File: config.mk
export PLATFORM = sky130hd
export DESIGN_NAME = card_ctrl
export DESIGN_NICKNAME = d
export VERILOG_FILES = /design/src/inc/card_ctrl_pkg.sv /design/src/core/card_ctrl.sv
export VERILOG_INCLUDE_DIRS = /design/src /design/src/inc
export SDC_FILE = /design/constraint.sdc
export NUM_CORES = 1
export LEC_CHECK = 0
export BUFFER_PORTS_ARGS = -buffer_cell sky130_fd_sc_hd__buf_2
export CAP_MARGIN = 25
export CORE_MARGIN = 2
export CORE_UTILIZATION = 29
export DETAILED_ROUTE_END_ITERATION = 16
export HOLD_SLACK_MARGIN = 0.1
export PLACE_DENSITY = 0.51
export SLEW_MARGIN = 40
export SYNTH_ARGS = -nofsm -noshare
export SYNTH_HDL_FRONTEND = slang
export SYNTH_SLANG_ARGS = --single-unit
File: constraint.sdc
create_clock -name mclk -period 2.45 [get_ports mclk]
set_clock_uncertainty 0.05 [all_clocks]
set_input_delay 0.245 -clock mclk [delete_from_list [all_inputs] [get_ports mclk]]
set_output_delay 0.245 -clock mclk [all_outputs]
set_load 0.01 [all_outputs]
File: src/inc/card_ctrl_consts.svh
// register map, field positions, reset values and timing counts of the card control block
// assumes inclusion by bare name from the core and the testbench
`ifndef CARD_CTRL_CONSTS_SVH
`define CARD_CTRL_CONSTS_SVH

`define REG_CFG_OPTION 8'h00
`define REG_CFG_STATUS 8'h04
`define REG_PIN_REPLACE 8'h08
`define REG_DEV_CONTROL 8'h0C
`define REG_ATA_STATUS 8'h10

`define CFG_IDX_MSB 5
`define CFG_PULSE_BIT 6
`define CFG_CARD_SOFT_RST_BIT 7
`define CFG_IDX_MEMORY 6'h00

`define CST_CHANGED_BIT 1
`define CST_PDOWN_BIT 2
`define CST_SIGCHG_BIT 6

`define PRR_READY_BIT 1
`define PRR_READY_CHG_BIT 5

`define DCR_IRQ_DIS_BIT 1
`define DCR_ATA_SOFT_RST_BIT 2

`define STAT_BUSY_BIT 7
`define STAT_DRDY_BIT 6

`define RESP_OKAY 2'h0
`define RESP_SLVERR 2'h2
`define RDATA_ZERO 32'h00000000

`define RESET_BUSY_CYCLES 64
`define PDOWN_BUSY_CYCLES 16
`define ATA_SOFT_RST_BUSY_CYCLES 8
`define IRQ_PULSE_CYCLES 4

`endif

File: src/inc/card_ctrl_pkg.sv
// types shared by the card control block
// assumes the constants header is on the include path
package card_ctrl_pkg;
  typedef logic [7:0] reg_addr_t;
  typedef logic [31:0] reg_data_t;
  typedef logic [3:0] reg_strb_t;
  typedef logic [1:0] resp_t;
  typedef enum logic [1:0] {IRQ_IDLE, IRQ_PULSE, IRQ_WAIT} irq_state_t;
endpackage

File: src/core/card_ctrl.sv
// card-side reset, busy/ready and interrupt request logic with an AXI4-Lite register slave
// assumes one clock mclk; the host reset pin is asynchronous and is synchronised here;
// the ATA engine beside this block drives engine_busy and ata_irq_event on mclk
//
// Functional notes
// - absent audio output pin is held high at all times.
// - memory mode second battery-detect pin stays high, no on-card battery.
// - status-change output exists because both config status and pin replacement exist.
// - status-change negated when unused; memory mode first battery-detect pin stays high.
// - memory-mapped addressing is supported, so address line ten must exist.
// - power-on, host reset, card soft reset clear config index, start hard reset.
// - card soft reset acts as host reset but its own bit stays set.
// - ATA soft reset bit runs soft reset, config left untouched.
// - pin shows ready in memory mode and the interrupt request in I/O mode.
// - ready pin negated while busy; host treats negated as busy.
// - pin replacement ready bit reads 0 while busy, 1 while ready.
// - busy from power-on, hardware reset and card soft reset until ready.
// - any change of the power-down bit makes the card busy until done.
// - in memory mode the card is busy whenever the ATA busy flag is set.
// - interrupt request driven only when configured for the I/O interface.
// - card interrupt request is active low, inverse of the ATA request.
// - level interrupt mode always, pulse mode optional for shared lines.
// - while interrupts are disabled the request is held negated, still driven.
// - configuration index zero selects memory-only interface, so reset means memory.
//
// Added by the designer: the AXI4-Lite slave port and the placing of the registers.
`timescale 1ns/1ps
`include "card_ctrl_consts.svh"

module card_ctrl #(
  parameter int RESET_BUSY_CYCLES = `RESET_BUSY_CYCLES,
  parameter int PDOWN_BUSY_CYCLES = `PDOWN_BUSY_CYCLES,
  parameter int SOFT_RST_BUSY_CYCLES = `ATA_SOFT_RST_BUSY_CYCLES,
  parameter int IRQ_PULSE_CYCLES = `IRQ_PULSE_CYCLES,
  parameter int CNT_W = 16,
  parameter bit MEM_MAP_SUPPORT = 1'b1,
  parameter bit ADDR_LINE_TEN_IMPL = 1'b1
) (
  // clock and power-on reset
  input wire logic mclk,
  input wire logic sys_rst,
  // card pins
  input wire logic host_reset,
  output logic ready_irq_pin,
  output logic audio_out_n,
  output logic status_change_n,
  // ATA engine
  input wire logic engine_busy,
  input wire logic ata_irq_event,
  // AXI4-Lite write
  input wire card_ctrl_pkg::reg_addr_t s_axi_awaddr,
  input wire logic s_axi_awvalid,
  output logic s_axi_awready,
  input wire card_ctrl_pkg::reg_data_t s_axi_wdata,
  input wire card_ctrl_pkg::reg_strb_t s_axi_wstrb,
  input wire logic s_axi_wvalid,
  output logic s_axi_wready,
  output card_ctrl_pkg::resp_t s_axi_bresp,
  output logic s_axi_bvalid,
  input wire logic s_axi_bready,
  // AXI4-Lite read
  input wire card_ctrl_pkg::reg_addr_t s_axi_araddr,
  input wire logic s_axi_arvalid,
  output logic s_axi_arready,
  output card_ctrl_pkg::reg_data_t s_axi_rdata,
  output card_ctrl_pkg::resp_t s_axi_rresp,
  output logic s_axi_rvalid,
  input wire logic s_axi_rready
);
  import card_ctrl_pkg::*;

  generate
    if (MEM_MAP_SUPPORT && !ADDR_LINE_TEN_IMPL) begin : g_addr_ten_check
      $error("memory-mapped addressing needs address line ten");
    end
    if (RESET_BUSY_CYCLES < 1 || RESET_BUSY_CYCLES >= (1 << CNT_W) ||
        PDOWN_BUSY_CYCLES < 1 || PDOWN_BUSY_CYCLES >= (1 << CNT_W) ||
        SOFT_RST_BUSY_CYCLES < 1 || SOFT_RST_BUSY_CYCLES >= (1 << CNT_W) ||
        IRQ_PULSE_CYCLES < 1 || IRQ_PULSE_CYCLES > 64) begin : g_cnt_check
      $error("busy or pulse count out of range");
    end
  endgenerate

  function automatic logic reg_hit(input reg_addr_t addr, input reg_addr_t off);
    reg_hit = (addr[7:2] == off[7:2]);
  endfunction

  logic host_rst_meta_ff;
  logic host_rst_sync_ff;
  logic aw_hold_ff;
  logic w_hold_ff;
  reg_addr_t aw_addr_ff;
  reg_data_t w_data_ff;
  reg_strb_t w_strb_ff;
  logic awready_ff;
  logic wready_ff;
  logic bvalid_ff;
  resp_t bresp_ff;
  logic arready_ff;
  logic rvalid_ff;
  reg_data_t rdata_ff;
  resp_t rresp_ff;
  logic [`CFG_IDX_MSB:0] cfg_index_ff;
  logic pulse_sel_ff;
  logic card_soft_rst_ff;
  logic pdown_ff;
  logic sigchg_en_ff;
  logic irq_dis_ff;
  logic ata_soft_rst_ff;
  logic [CNT_W-1:0] rst_cnt_ff;
  logic [CNT_W-1:0] pd_cnt_ff;
  logic [CNT_W-1:0] ata_cnt_ff;
  logic [CNT_W-1:0] pulse_cnt_ff;
  logic ready_mirror_ff;
  logic ready_chg_ff;
  logic irq_pend_ff;
  irq_state_t irq_st_ff;
  logic ready_irq_pin_ff;
  logic audio_out_n_ff;
  logic status_change_n_ff;

  logic hard_rst;
  logic wr_go;
  logic wr_ok;
  logic wr_cfg;
  logic wr_cst;
  logic wr_prr;
  logic wr_dcr;
  logic rd_go;
  logic rd_status;
  logic pd_change;
  logic mem_mode;
  logic busy_flag;
  logic card_busy;
  logic ata_irq;
  logic irq_line_n;

  // host reset pin synchroniser
  always_ff @(posedge mclk) begin
    if (sys_rst) begin
      host_rst_meta_ff <= 1'b0;
      host_rst_sync_ff <= 1'b0;
    end else begin
      host_rst_meta_ff <= host_reset;
      host_rst_sync_ff <= host_rst_meta_ff;
    end
  end

  assign hard_rst = sys_rst | host_rst_sync_ff | card_soft_rst_ff;
  assign mem_mode = (cfg_index_ff == `CFG_IDX_MEMORY);

  assign wr_go = aw_hold_ff & w_hold_ff & ~bvalid_ff;
  assign wr_ok = wr_go & w_strb_ff[0];
  assign wr_cfg = wr_ok & reg_hit(aw_addr_ff, `REG_CFG_OPTION);
  assign wr_cst = wr_ok & reg_hit(aw_addr_ff, `REG_CFG_STATUS);
  assign wr_prr = wr_ok & reg_hit(aw_addr_ff, `REG_PIN_REPLACE);
  assign wr_dcr = wr_ok & reg_hit(aw_addr_ff, `REG_DEV_CONTROL);
  assign rd_go = s_axi_arvalid & arready_ff;
  assign rd_status = rd_go & reg_hit(s_axi_araddr, `REG_ATA_STATUS);

  // write channels taken in either order, response once both are held
  always_ff @(posedge mclk) begin
    if (sys_rst) begin
      aw_hold_ff <= 1'b0;
      w_hold_ff <= 1'b0;
      aw_addr_ff <= 8'h00;
      w_data_ff <= 32'h00000000;
      w_strb_ff <= 4'h0;
      awready_ff <= 1'b1;
      wready_ff <= 1'b1;
      bvalid_ff <= 1'b0;
      bresp_ff <= `RESP_OKAY;
    end else begin
      if (s_axi_awvalid && awready_ff) begin
        aw_hold_ff <= 1'b1;
        aw_addr_ff <= s_axi_awaddr;
        awready_ff <= 1'b0;
      end
      if (s_axi_wvalid && wready_ff) begin
        w_hold_ff <= 1'b1;
        w_data_ff <= s_axi_wdata;
        w_strb_ff <= s_axi_wstrb;
        wready_ff <= 1'b0;
      end
      if (wr_go) begin
        aw_hold_ff <= 1'b0;
        w_hold_ff <= 1'b0;
        bvalid_ff <= 1'b1;
        bresp_ff <= (reg_hit(aw_addr_ff, `REG_CFG_OPTION) ||
                     reg_hit(aw_addr_ff, `REG_CFG_STATUS) ||
                     reg_hit(aw_addr_ff, `REG_PIN_REPLACE) ||
                     reg_hit(aw_addr_ff, `REG_DEV_CONTROL) ||
                     reg_hit(aw_addr_ff, `REG_ATA_STATUS)) ? `RESP_OKAY : `RESP_SLVERR;
      end
      if (bvalid_ff && s_axi_bready) begin
        bvalid_ff <= 1'b0;
        awready_ff <= 1'b1;
        wready_ff <= 1'b1;
      end
    end
  end

  // read: answer one cycle after the address is taken
  always_ff @(posedge mclk) begin
    if (sys_rst) begin
      arready_ff <= 1'b1;
      rvalid_ff <= 1'b0;
      rdata_ff <= `RDATA_ZERO;
      rresp_ff <= `RESP_OKAY;
    end else if (rd_go) begin
      arready_ff <= 1'b0;
      rvalid_ff <= 1'b1;
      rresp_ff <= `RESP_OKAY;
      rdata_ff <= `RDATA_ZERO;
      if (reg_hit(s_axi_araddr, `REG_CFG_OPTION)) begin
        rdata_ff[`CFG_IDX_MSB:0] <= cfg_index_ff;
        rdata_ff[`CFG_PULSE_BIT] <= pulse_sel_ff;
        rdata_ff[`CFG_CARD_SOFT_RST_BIT] <= card_soft_rst_ff;
      end else if (reg_hit(s_axi_araddr, `REG_CFG_STATUS)) begin
        rdata_ff[`CST_CHANGED_BIT] <= ready_chg_ff;
        rdata_ff[`CST_PDOWN_BIT] <= pdown_ff;
        rdata_ff[`CST_SIGCHG_BIT] <= sigchg_en_ff;
      end else if (reg_hit(s_axi_araddr, `REG_PIN_REPLACE)) begin
        rdata_ff[`PRR_READY_BIT] <= ready_mirror_ff;
        rdata_ff[`PRR_READY_CHG_BIT] <= ready_chg_ff;
      end else if (reg_hit(s_axi_araddr, `REG_DEV_CONTROL)) begin
        rdata_ff[`DCR_IRQ_DIS_BIT] <= irq_dis_ff;
        rdata_ff[`DCR_ATA_SOFT_RST_BIT] <= ata_soft_rst_ff;
      end else if (rd_status) begin
        rdata_ff[`STAT_BUSY_BIT] <= busy_flag;
        rdata_ff[`STAT_DRDY_BIT] <= ~busy_flag;
      end else begin
        rresp_ff <= `RESP_SLVERR;
      end
    end else if (rvalid_ff && s_axi_rready) begin
      rvalid_ff <= 1'b0;
      arready_ff <= 1'b1;
    end
  end

  // config index cleared by every hard reset
  always_ff @(posedge mclk) begin
    if (hard_rst) begin
      cfg_index_ff <= `CFG_IDX_MEMORY;
      pulse_sel_ff <= 1'b0;
    end else if (wr_cfg) begin
      cfg_index_ff <= w_data_ff[`CFG_IDX_MSB:0];
      pulse_sel_ff <= w_data_ff[`CFG_PULSE_BIT];
    end
  end

  // soft reset bit survives its own reset
  always_ff @(posedge mclk) begin
    if (sys_rst || host_rst_sync_ff) begin
      card_soft_rst_ff <= 1'b0;
    end else if (wr_cfg) begin
      card_soft_rst_ff <= w_data_ff[`CFG_CARD_SOFT_RST_BIT];
    end
  end

  assign pd_change = wr_cst & (w_data_ff[`CST_PDOWN_BIT] != pdown_ff);

  always_ff @(posedge mclk) begin
    if (hard_rst) begin
      pdown_ff <= 1'b0;
      sigchg_en_ff <= 1'b0;
    end else if (wr_cst) begin
      pdown_ff <= w_data_ff[`CST_PDOWN_BIT];
      sigchg_en_ff <= w_data_ff[`CST_SIGCHG_BIT];
    end
  end

  // device control is ATA state, not bus configuration
  always_ff @(posedge mclk) begin
    if (hard_rst) begin
      irq_dis_ff <= 1'b0;
      ata_soft_rst_ff <= 1'b0;
    end else if (wr_dcr) begin
      irq_dis_ff <= w_data_ff[`DCR_IRQ_DIS_BIT];
      ata_soft_rst_ff <= w_data_ff[`DCR_ATA_SOFT_RST_BIT];
    end
  end

  // hard reset busy time, restarts while any source is held
  always_ff @(posedge mclk) begin
    if (hard_rst) begin
      rst_cnt_ff <= CNT_W'(RESET_BUSY_CYCLES);
    end else if (rst_cnt_ff != '0) begin
      rst_cnt_ff <= rst_cnt_ff - 1'b1;
    end
  end

  always_ff @(posedge mclk) begin
    if (hard_rst) begin
      pd_cnt_ff <= '0;
    end else if (pd_change) begin
      pd_cnt_ff <= CNT_W'(PDOWN_BUSY_CYCLES);
    end else if (pd_cnt_ff != '0) begin
      pd_cnt_ff <= pd_cnt_ff - 1'b1;
    end
  end

  // ATA soft reset busy time, counted after the bit drops
  always_ff @(posedge mclk) begin
    if (hard_rst) begin
      ata_cnt_ff <= '0;
    end else if (ata_soft_rst_ff) begin
      ata_cnt_ff <= CNT_W'(SOFT_RST_BUSY_CYCLES);
    end else if (ata_cnt_ff != '0) begin
      ata_cnt_ff <= ata_cnt_ff - 1'b1;
    end
  end

  assign busy_flag = (rst_cnt_ff != '0) | (ata_cnt_ff != '0) | ata_soft_rst_ff | engine_busy;
  // reset busy, ATA busy only counts in memory mode
  assign card_busy = hard_rst | (rst_cnt_ff != '0) | (pd_cnt_ff != '0) | (mem_mode & busy_flag);

  // mirror and sticky change, set wins over clear
  always_ff @(posedge mclk) begin
    if (sys_rst) begin
      ready_mirror_ff <= 1'b0;
      ready_chg_ff <= 1'b0;
    end else begin
      ready_mirror_ff <= ~card_busy;
      if (ready_mirror_ff == card_busy) begin
        ready_chg_ff <= 1'b1;
      end else if (host_rst_sync_ff || card_soft_rst_ff) begin
        ready_chg_ff <= 1'b0;
      end else if (wr_prr && w_data_ff[`PRR_READY_CHG_BIT]) begin
        ready_chg_ff <= 1'b0;
      end
    end
  end

  // pending until status read, a new event wins
  always_ff @(posedge mclk) begin
    if (hard_rst || ata_soft_rst_ff) begin
      irq_pend_ff <= 1'b0;
    end else if (ata_irq_event) begin
      irq_pend_ff <= 1'b1;
    end else if (rd_status) begin
      irq_pend_ff <= 1'b0;
    end
  end

  assign ata_irq = irq_pend_ff & ~irq_dis_ff;

  // pulse mode, one pulse per request, re-armed when it clears
  always_ff @(posedge mclk) begin
    if (hard_rst) begin
      irq_st_ff <= IRQ_IDLE;
      pulse_cnt_ff <= '0;
    end else begin
      case (irq_st_ff)
        IRQ_IDLE: begin
          if (ata_irq && pulse_sel_ff) begin
            irq_st_ff <= IRQ_PULSE;
            pulse_cnt_ff <= CNT_W'(IRQ_PULSE_CYCLES - 1);
          end
        end
        IRQ_PULSE: begin
          if (pulse_cnt_ff == '0) begin
            irq_st_ff <= IRQ_WAIT;
          end else begin
            pulse_cnt_ff <= pulse_cnt_ff - 1'b1;
          end
        end
        IRQ_WAIT: begin
          if (!ata_irq || !pulse_sel_ff) begin
            irq_st_ff <= IRQ_IDLE;
          end
        end
        default: begin
          irq_st_ff <= IRQ_IDLE;
        end
      endcase
    end
  end

  // active low; disable keeps it high, never released
  assign irq_line_n = irq_dis_ff | (pulse_sel_ff ? (irq_st_ff != IRQ_PULSE) : ~ata_irq);

  // pin state is registered so the pins never glitch on mode changes
  always_ff @(posedge mclk) begin
    if (sys_rst) begin
      ready_irq_pin_ff <= 1'b0;
      audio_out_n_ff <= 1'b1;
      status_change_n_ff <= 1'b1;
    end else begin
      // ready in memory mode; low while busy; request only in I/O mode
      ready_irq_pin_ff <= mem_mode ? ~card_busy : irq_line_n;
      // no audio, no battery, both read high
      audio_out_n_ff <= 1'b1;
      // status change from ready change; high in memory mode
      status_change_n_ff <= mem_mode | ~(sigchg_en_ff & ready_chg_ff);
    end
  end

  assign ready_irq_pin = ready_irq_pin_ff;
  assign audio_out_n = audio_out_n_ff;
  assign status_change_n = status_change_n_ff;
  assign s_axi_awready = awready_ff;
  assign s_axi_wready = wready_ff;
  assign s_axi_bvalid = bvalid_ff;
  assign s_axi_bresp = bresp_ff;
  assign s_axi_arready = arready_ff;
  assign s_axi_rvalid = rvalid_ff;
  assign s_axi_rdata = rdata_ff;
  assign s_axi_rresp = rresp_ff;
endmodule

# Yosys cells after proc, flatten, opt, wreduce, memory -nomap -nowiden
# Cells that the tools add are included.
totals:
  reg_bits: 121
  in_bits: 62
  output_inout_bits: 44
  elab_cells: 163
op_classes:
  addsub: 4
  eq_ne: 17
  mux: 43
  bitwise_logic: 29
  n_reduce_logical: 36
op_table:
  columns: ["operator", "count"]
  rows:
  - ["$sub 16x1->16 const B", 4]
  - ["$reduce_bool 16->1", 3]
  - ["$mux 16", 2]
  - ["$mux 2", 16]
  - ["$pmux 16 s2", 1]
  - ["$eq 6x2->1 const B", 4]
  - ["$logic_not 6->1", 3]
  - ["$mux 1", 18]
  - ["$logic_not 16->1", 1]
  - ["$and 1x1->1", 13]
  - ["$eq 6x1->1 const B", 2]
  - ["$eq 6x3->1 const B", 2]
  - ["$mux 5", 2]
  - ["$or 1x1->1", 10]
  - ["$reduce_bool 2->1", 5]
  - ["$logic_or 1x1->1", 8]
  - ["$mux 4", 2]
  - ["$ne 2x2->1 const B", 4]
  - ["$reduce_or 2->1", 4]
  - ["$logic_and 1x1->1", 6]
  - ["$not 1->1", 6]
  - ["$pmux 2 s3", 1]
  - ["$reduce_and 3->1", 2]
  - ["$mux 3", 1]
  - ["8 further kinds", 9]

# Logic depth before layout (Yosys ltp)
logic_depth:
  depth_word: 10
  ltp_mapped: 9
  mapped_depth_nobuf: 7

# Worst setup path after synthesis
# OpenSTA, ideal clock, no wires.
synth_path:
  path_type: "flip-flop to flip-flop"
  startpoint: "register ata_cnt_ff[0]"
  endpoint: "register ready_irq_pin_ff (netlist: ready_irq_pin)"
  setup_time_ns: 0.079
  t_arrival_ns: 2.057
  required_time_ns: 2.321
  path_slack_ns: 0.263
  path_stages_with_launch: 8
  path_buffers: 0
  period_less_slack_ns: 2.187
  path_cell_list: "dfxtp_1 > inv_1 > ha_1 > or3b_2 > nand4bb_1 > o31a_1 > or4_4 > a211oi_2"
synth_between:
  elab_chain_len: 8
synth_rtl:
  columns: ["element", "line", "text"]
  rows:
  - ["from (decl)", "card_ctrl.sv:112", "logic [CNT_W-1:0] ata_cnt_ff;"]
  - ["from (signal assigned)", "card_ctrl.sv:308", "ata_cnt_ff <= CNT_W'(SOFT_RST_BUSY_CYCLES);"]
  - ["from (signal assigned)", "card_ctrl.sv:310", "ata_cnt_ff <= ata_cnt_ff - 1'b1;"]
  - ["$reduce_bool 16->1", "card_ctrl.sv:314", "assign busy_flag = (rst_cnt_ff != '0) | (ata_cnt_ff != '0) | ata_soft_rst_ff | engine_busy;"]
  - ["$or 1x1->1 (3 in a row)", "card_ctrl.sv:314", null]
  - ["$and 1x1->1", "card_ctrl.sv:316", "assign card_busy = hard_rst | (rst_cnt_ff != '0) | (pd_cnt_ff != '0) | (mem_mode & busy_flag);"]
  - ["$or 1x1->1", "card_ctrl.sv:316", null]
  - ["$not 1->1", "card_ctrl.sv:391", "ready_irq_pin_ff <= mem_mode ? ~card_busy : irq_line_n;"]
  - ["$mux 1", "card_ctrl.sv:391", null]
  - ["to (signal assigned)", "card_ctrl.sv:391", null]
  - ["to (decl)", "card_ctrl.sv:118", "logic ready_irq_pin_ff;"]
# Every way passes these cells.
# A chain may end at the register's enable or synchronous reset.

# Worst setup path after layout
layout_path:
  startpoint: "register ata_cnt_ff[10]"
  endpoint: "register ready_irq_pin_ff (netlist: ready_irq_pin)"
# The elaborated chain is that of the path after synthesis.

==> metrics.md <==
| Metric | Value |
|---|---|
| Final instance area | `0.00671 mm2` |
| Mux cell area share after synthesis | `between 2 and 3%` |
| FF+latch area | `between 0.002 and 0.0025 mm2` |
| Worst skew pair latency | `around 400 ps` |
| Post-synthesis sequential area ratio | `between 40% and 50%` |
| Outcome | `finished, final reports clean` |
| F_max | `between 400 and 500 MHz` |
| Mean Syn Cell Area | `approximately 8.5 um2` |
| Routed vias | `~4600` |
| CP max-delay cell | `or4_1` |
| Ports | `between 100 and 150` |
| # fillers | `about 1800` |
| Pwr dens | `about 1000 mW/mm2` |
| DIE AREA | `0.0198 mm2` |
| Final-report hold violation count | `0` |
| Worst slack, placed | `-17.4 ps` |
| Largest net degree at the start of global routing | `38` |
| Detailed Route WL | `12500 um` |
| Post-DRT Antenna Nets | `0` |
| First-pass GRT wire length | `20700 um` |
| Final HPWL DP | `~9000 um` |
| CTS buffer count | `17` |
| Setup crit end kind | `flop` |
| Met1 Use GR | `roughly 15%` |
| First-pass DRT Iterations | `4` |
| Total track usage | `around 13%` |
| GRT overflow | `0` |
| Fin nets | `approximately 790` |
| Leakage | `approximately 2.7 nW` |
| Fin crit share | `between 90 and 100%` |
| CTS tree | `built` |
| Initial antenna violation count | `0` |
| Relative slew margins | `50.6%` |
| Setup violations, final | `0` |
| Clock slew at reported path FFs | `roughly 50 ps` |
| R2r setup slk | `~110 ps` |
| Setup Total Neg Slack | `0 ps` |
| Share of async-settable or async-resettable flops after synthesis | `0%` |
| CTS root buf | `clkbuf_16` |
| Area of the multi-input gates | `0.00283 mm2` |
| Synth cell count leaders | `dfxtp_1 (117), nor2_1 (85), a21oi_1 (55)` |
| Synth Register Bits | `around 120` |
| DRC violation count after routing | `0` |
| CP Max Fanout | `6` |
| Grt peak-use layer | `met2` |
| Max-cap violations | `0` |
| Crit path cell chain | `or4_1, nand4bb_4, o31a_1, or4_4, a211oi_2` |
| RSZ-0062 raised after global routing | `no` |
| Wire length per cell | `about 13 um` |
| Crit path largest cell delay | `slightly below 600 ps` |
| CORE AREA | `roughly 0.018 mm2` |
| Final Max Tran Viols | `0` |
| Vias in the first global route | `around 4500` |
| Die width | `141 um` |
| Synth Area in Compound Gates | `between 10% and 20%` |
| H-tree depth | `4` |
| Adder-Cell Fraction of Synth Area | `roughly 1.8%` |
| I/O Buffers | `between 40 and 50` |
| Antenna diode count | `0` |
| DRT iter0 DRCs | `just over 200` |
| Worst IR Drop VDD | `~500 uV` |
| Fin worst setup slack | `about 110 ps` |
| Mapped Cells | `634` |
| Met3 Track Usage GR | `approximately 3.9%` |
| Area Overhead vs Synth | `23.8%` |
| Largest cells by area after synthesis | `dfxtp_1 (43%), nor2_1 (5.9%), a21oi_1 (5.1%)` |
| Cell area after synthesis | `~0.0054 mm2` |
| Clk sinks | `117` |
| Area leader, netlist | `dfxtp_1` |
| Initial Utilization | `around 30%` |
| Crit start category | `flop` |
| Synth Area in XOR/XNOR | `under 10%` |
| Hold WC Path Type | `in -> reg` |
| Setup CP Type | `reg -> reg` |
| Global routing usage on met2 | `around 22%` |
| WP data required | `around 2700 ps` |
| Placed inst area | `about 0.006 mm2` |
| Worst-margin pin slew | `roughly 730 ps` |
| Post-synth EDFFs | `0` |
| Post-synthesis simple-gate area fraction | `between 20% and 30%` |
| Die Span Y | `141 um` |
| Final GP Congestion | `about 0.75` |
| Share of cells above drive strength 1 | `15.3%` |
| Core Rows | `roughly 50` |
| Post-synth cell types | `65` |
| Total number of yosys warnings | `0` |
| Count leader, synth | `dfxtp_1` |
| Top FF cell, synth | `dfxtp_1` |
| DR vias/cell | `about 4.8` |
| Worst path arrival time | `roughly 2600 ps` |
| Main combinational cell family by area after synthesis | `simple AND/OR/NAND/NOR gates` |
| Min cycle time layout | `between 2000 and 2500 ps` |
| Yosys top cell area share | `43.2%` |
| Max Buffers Root-to-Sink | `2` |
per-stage QoR:
step	std cells	hold slack, ps	util [%]	total power (W)
after detailed placement	903	376	32.5	0.00441
after floorplan	659	295	-	0.00393
final	955	131	36.9	0.00684
after CTS	955	112	36.8	0.00688
after global placement	903	382	32.5	0.00434
after global routing	955	127	36.9	0.00730
layout by cell type, fill, tap and decap left out, types with 3 or more instances in the layout:
| cell | count |
|---|---|
| clkbuf_1 | 7 |
| o2111ai_1 | 3 |
| o21ai_1 | 5 |
| nand3_1 | 18 |
| xnor2_1 | 17 |
| nand2b_1 | 8 |
| xor2_1 | 19 |
| a31oi_1 | 4 |
| or3_1 | 9 |
| dfxtp_1 | 116 |
| dlygate4sd3_1 | 22 |
| nor4_2 | 4 |
| nor2b_1 | 4 |
| conb_1 | 27 |
| nand3b_1 | 5 |
| o41ai_1 | 3 |
| a311oi_1 | 3 |
| nand4b_1 | 3 |
| a211oi_1 | 10 |
| nand2_1 | 49 |
| a2111oi_0 | 4 |
| mux2i_1 | 11 |
| nor3_1 | 25 |
| nor3b_1 | 3 |
| nor2_1 | 85 |
| buf_4 | 24 |
| buf_2 | 47 |
| ha_1 | 7 |
| nand4_1 | 9 |
| inv_1 | 14 |
| nor4_1 | 11 |
| or4_1 | 6 |
| a21oi_1 | 55 |
| clkbuf_16 | 17 |
| o21ai_0 | 11 |
| o31ai_1 | 4 |
| and2_1 | 4 |
| a22oi_1 | 5 |
| a21o_1 | 4 |
routing by layer:
metal  part of all wire, %  wire length (um)
met3                   3.8               476
met4                  0.50                62
met5                     0                 0
met2                    50              6240
met1                    46              5720
path summary, 6_finish.rpt:
path / startpoint / endpoint / cells after the start
setup / recovery: ata_cnt_ff[10]$_SDFFE_PP0P_ / ready_irq_pin$_SDFF_PP0_ / 5
hold / removal: s_axi_awvalid / aw_addr_ff[4]$_SDFFE_PP0P_ / 3
setup reg to reg: ata_cnt_ff[10]$_SDFFE_PP0P_ / ready_irq_pin$_SDFF_PP0_ / 5
hold reg to reg: host_rst_meta_ff$_SDFF_PP0_ / host_rst_sync_ff$_SDFF_PP0_ / 1
report_power, final:
group	total (W)	leakage, nW	switching [W]	internal [W]
clock	0.00235	0.264	0.000814	0.00154
sequential	0.00246	0.955	0.000281	0.00218
combinational	0.00202	1.46	0.00108	0.000939
final cells by class:
class / count / share of cell area, %
multi-input cells: 470 / 42.2
inverters: 16 / 0.896
clock buffers: 26 / 7.15
flip-flops and latches: 117 / 35.0
repair buffers: 93 / 9.48
clock inverters: 4 / 1.08
well taps: 229 / 4.27
worst max-delay path: cells and delay by family (launching register included):
kind            cells  cell delay, ps
compound gates      2             550
flops               1             360
simple gates        3            1300
state kept, by name, indices dropped and copies added (netlist names), 6 cells and up:
register	flops
cfg_index_ff	6
aw_addr_ff	6
w_data_ff	8
pulse_cnt_ff	16
s_axi_rdata	8
rst_cnt_ff	16
pd_cnt_ff	16
ata_cnt_ff	16
what timing repair did:
action,4_1_cts,5_1_grt
gates resized for setup,1,7
setup endpoints to repair,1,2
hold endpoints to repair,22,0
buffers inserted,0,0
hold buffers,22,0
pin swaps,0,3
cells by family (layout without fill, tap and decap cells):
logic type,count (synthesis),count (layout)
flops,117,117
mux,13,13
other cells,2,27
buf+inv,72,139
xor+xnor,36,36
compound gates,123,123
fa+ha+maj,8,8
simple gates,263,263
(Power assumes the default switching activity.)
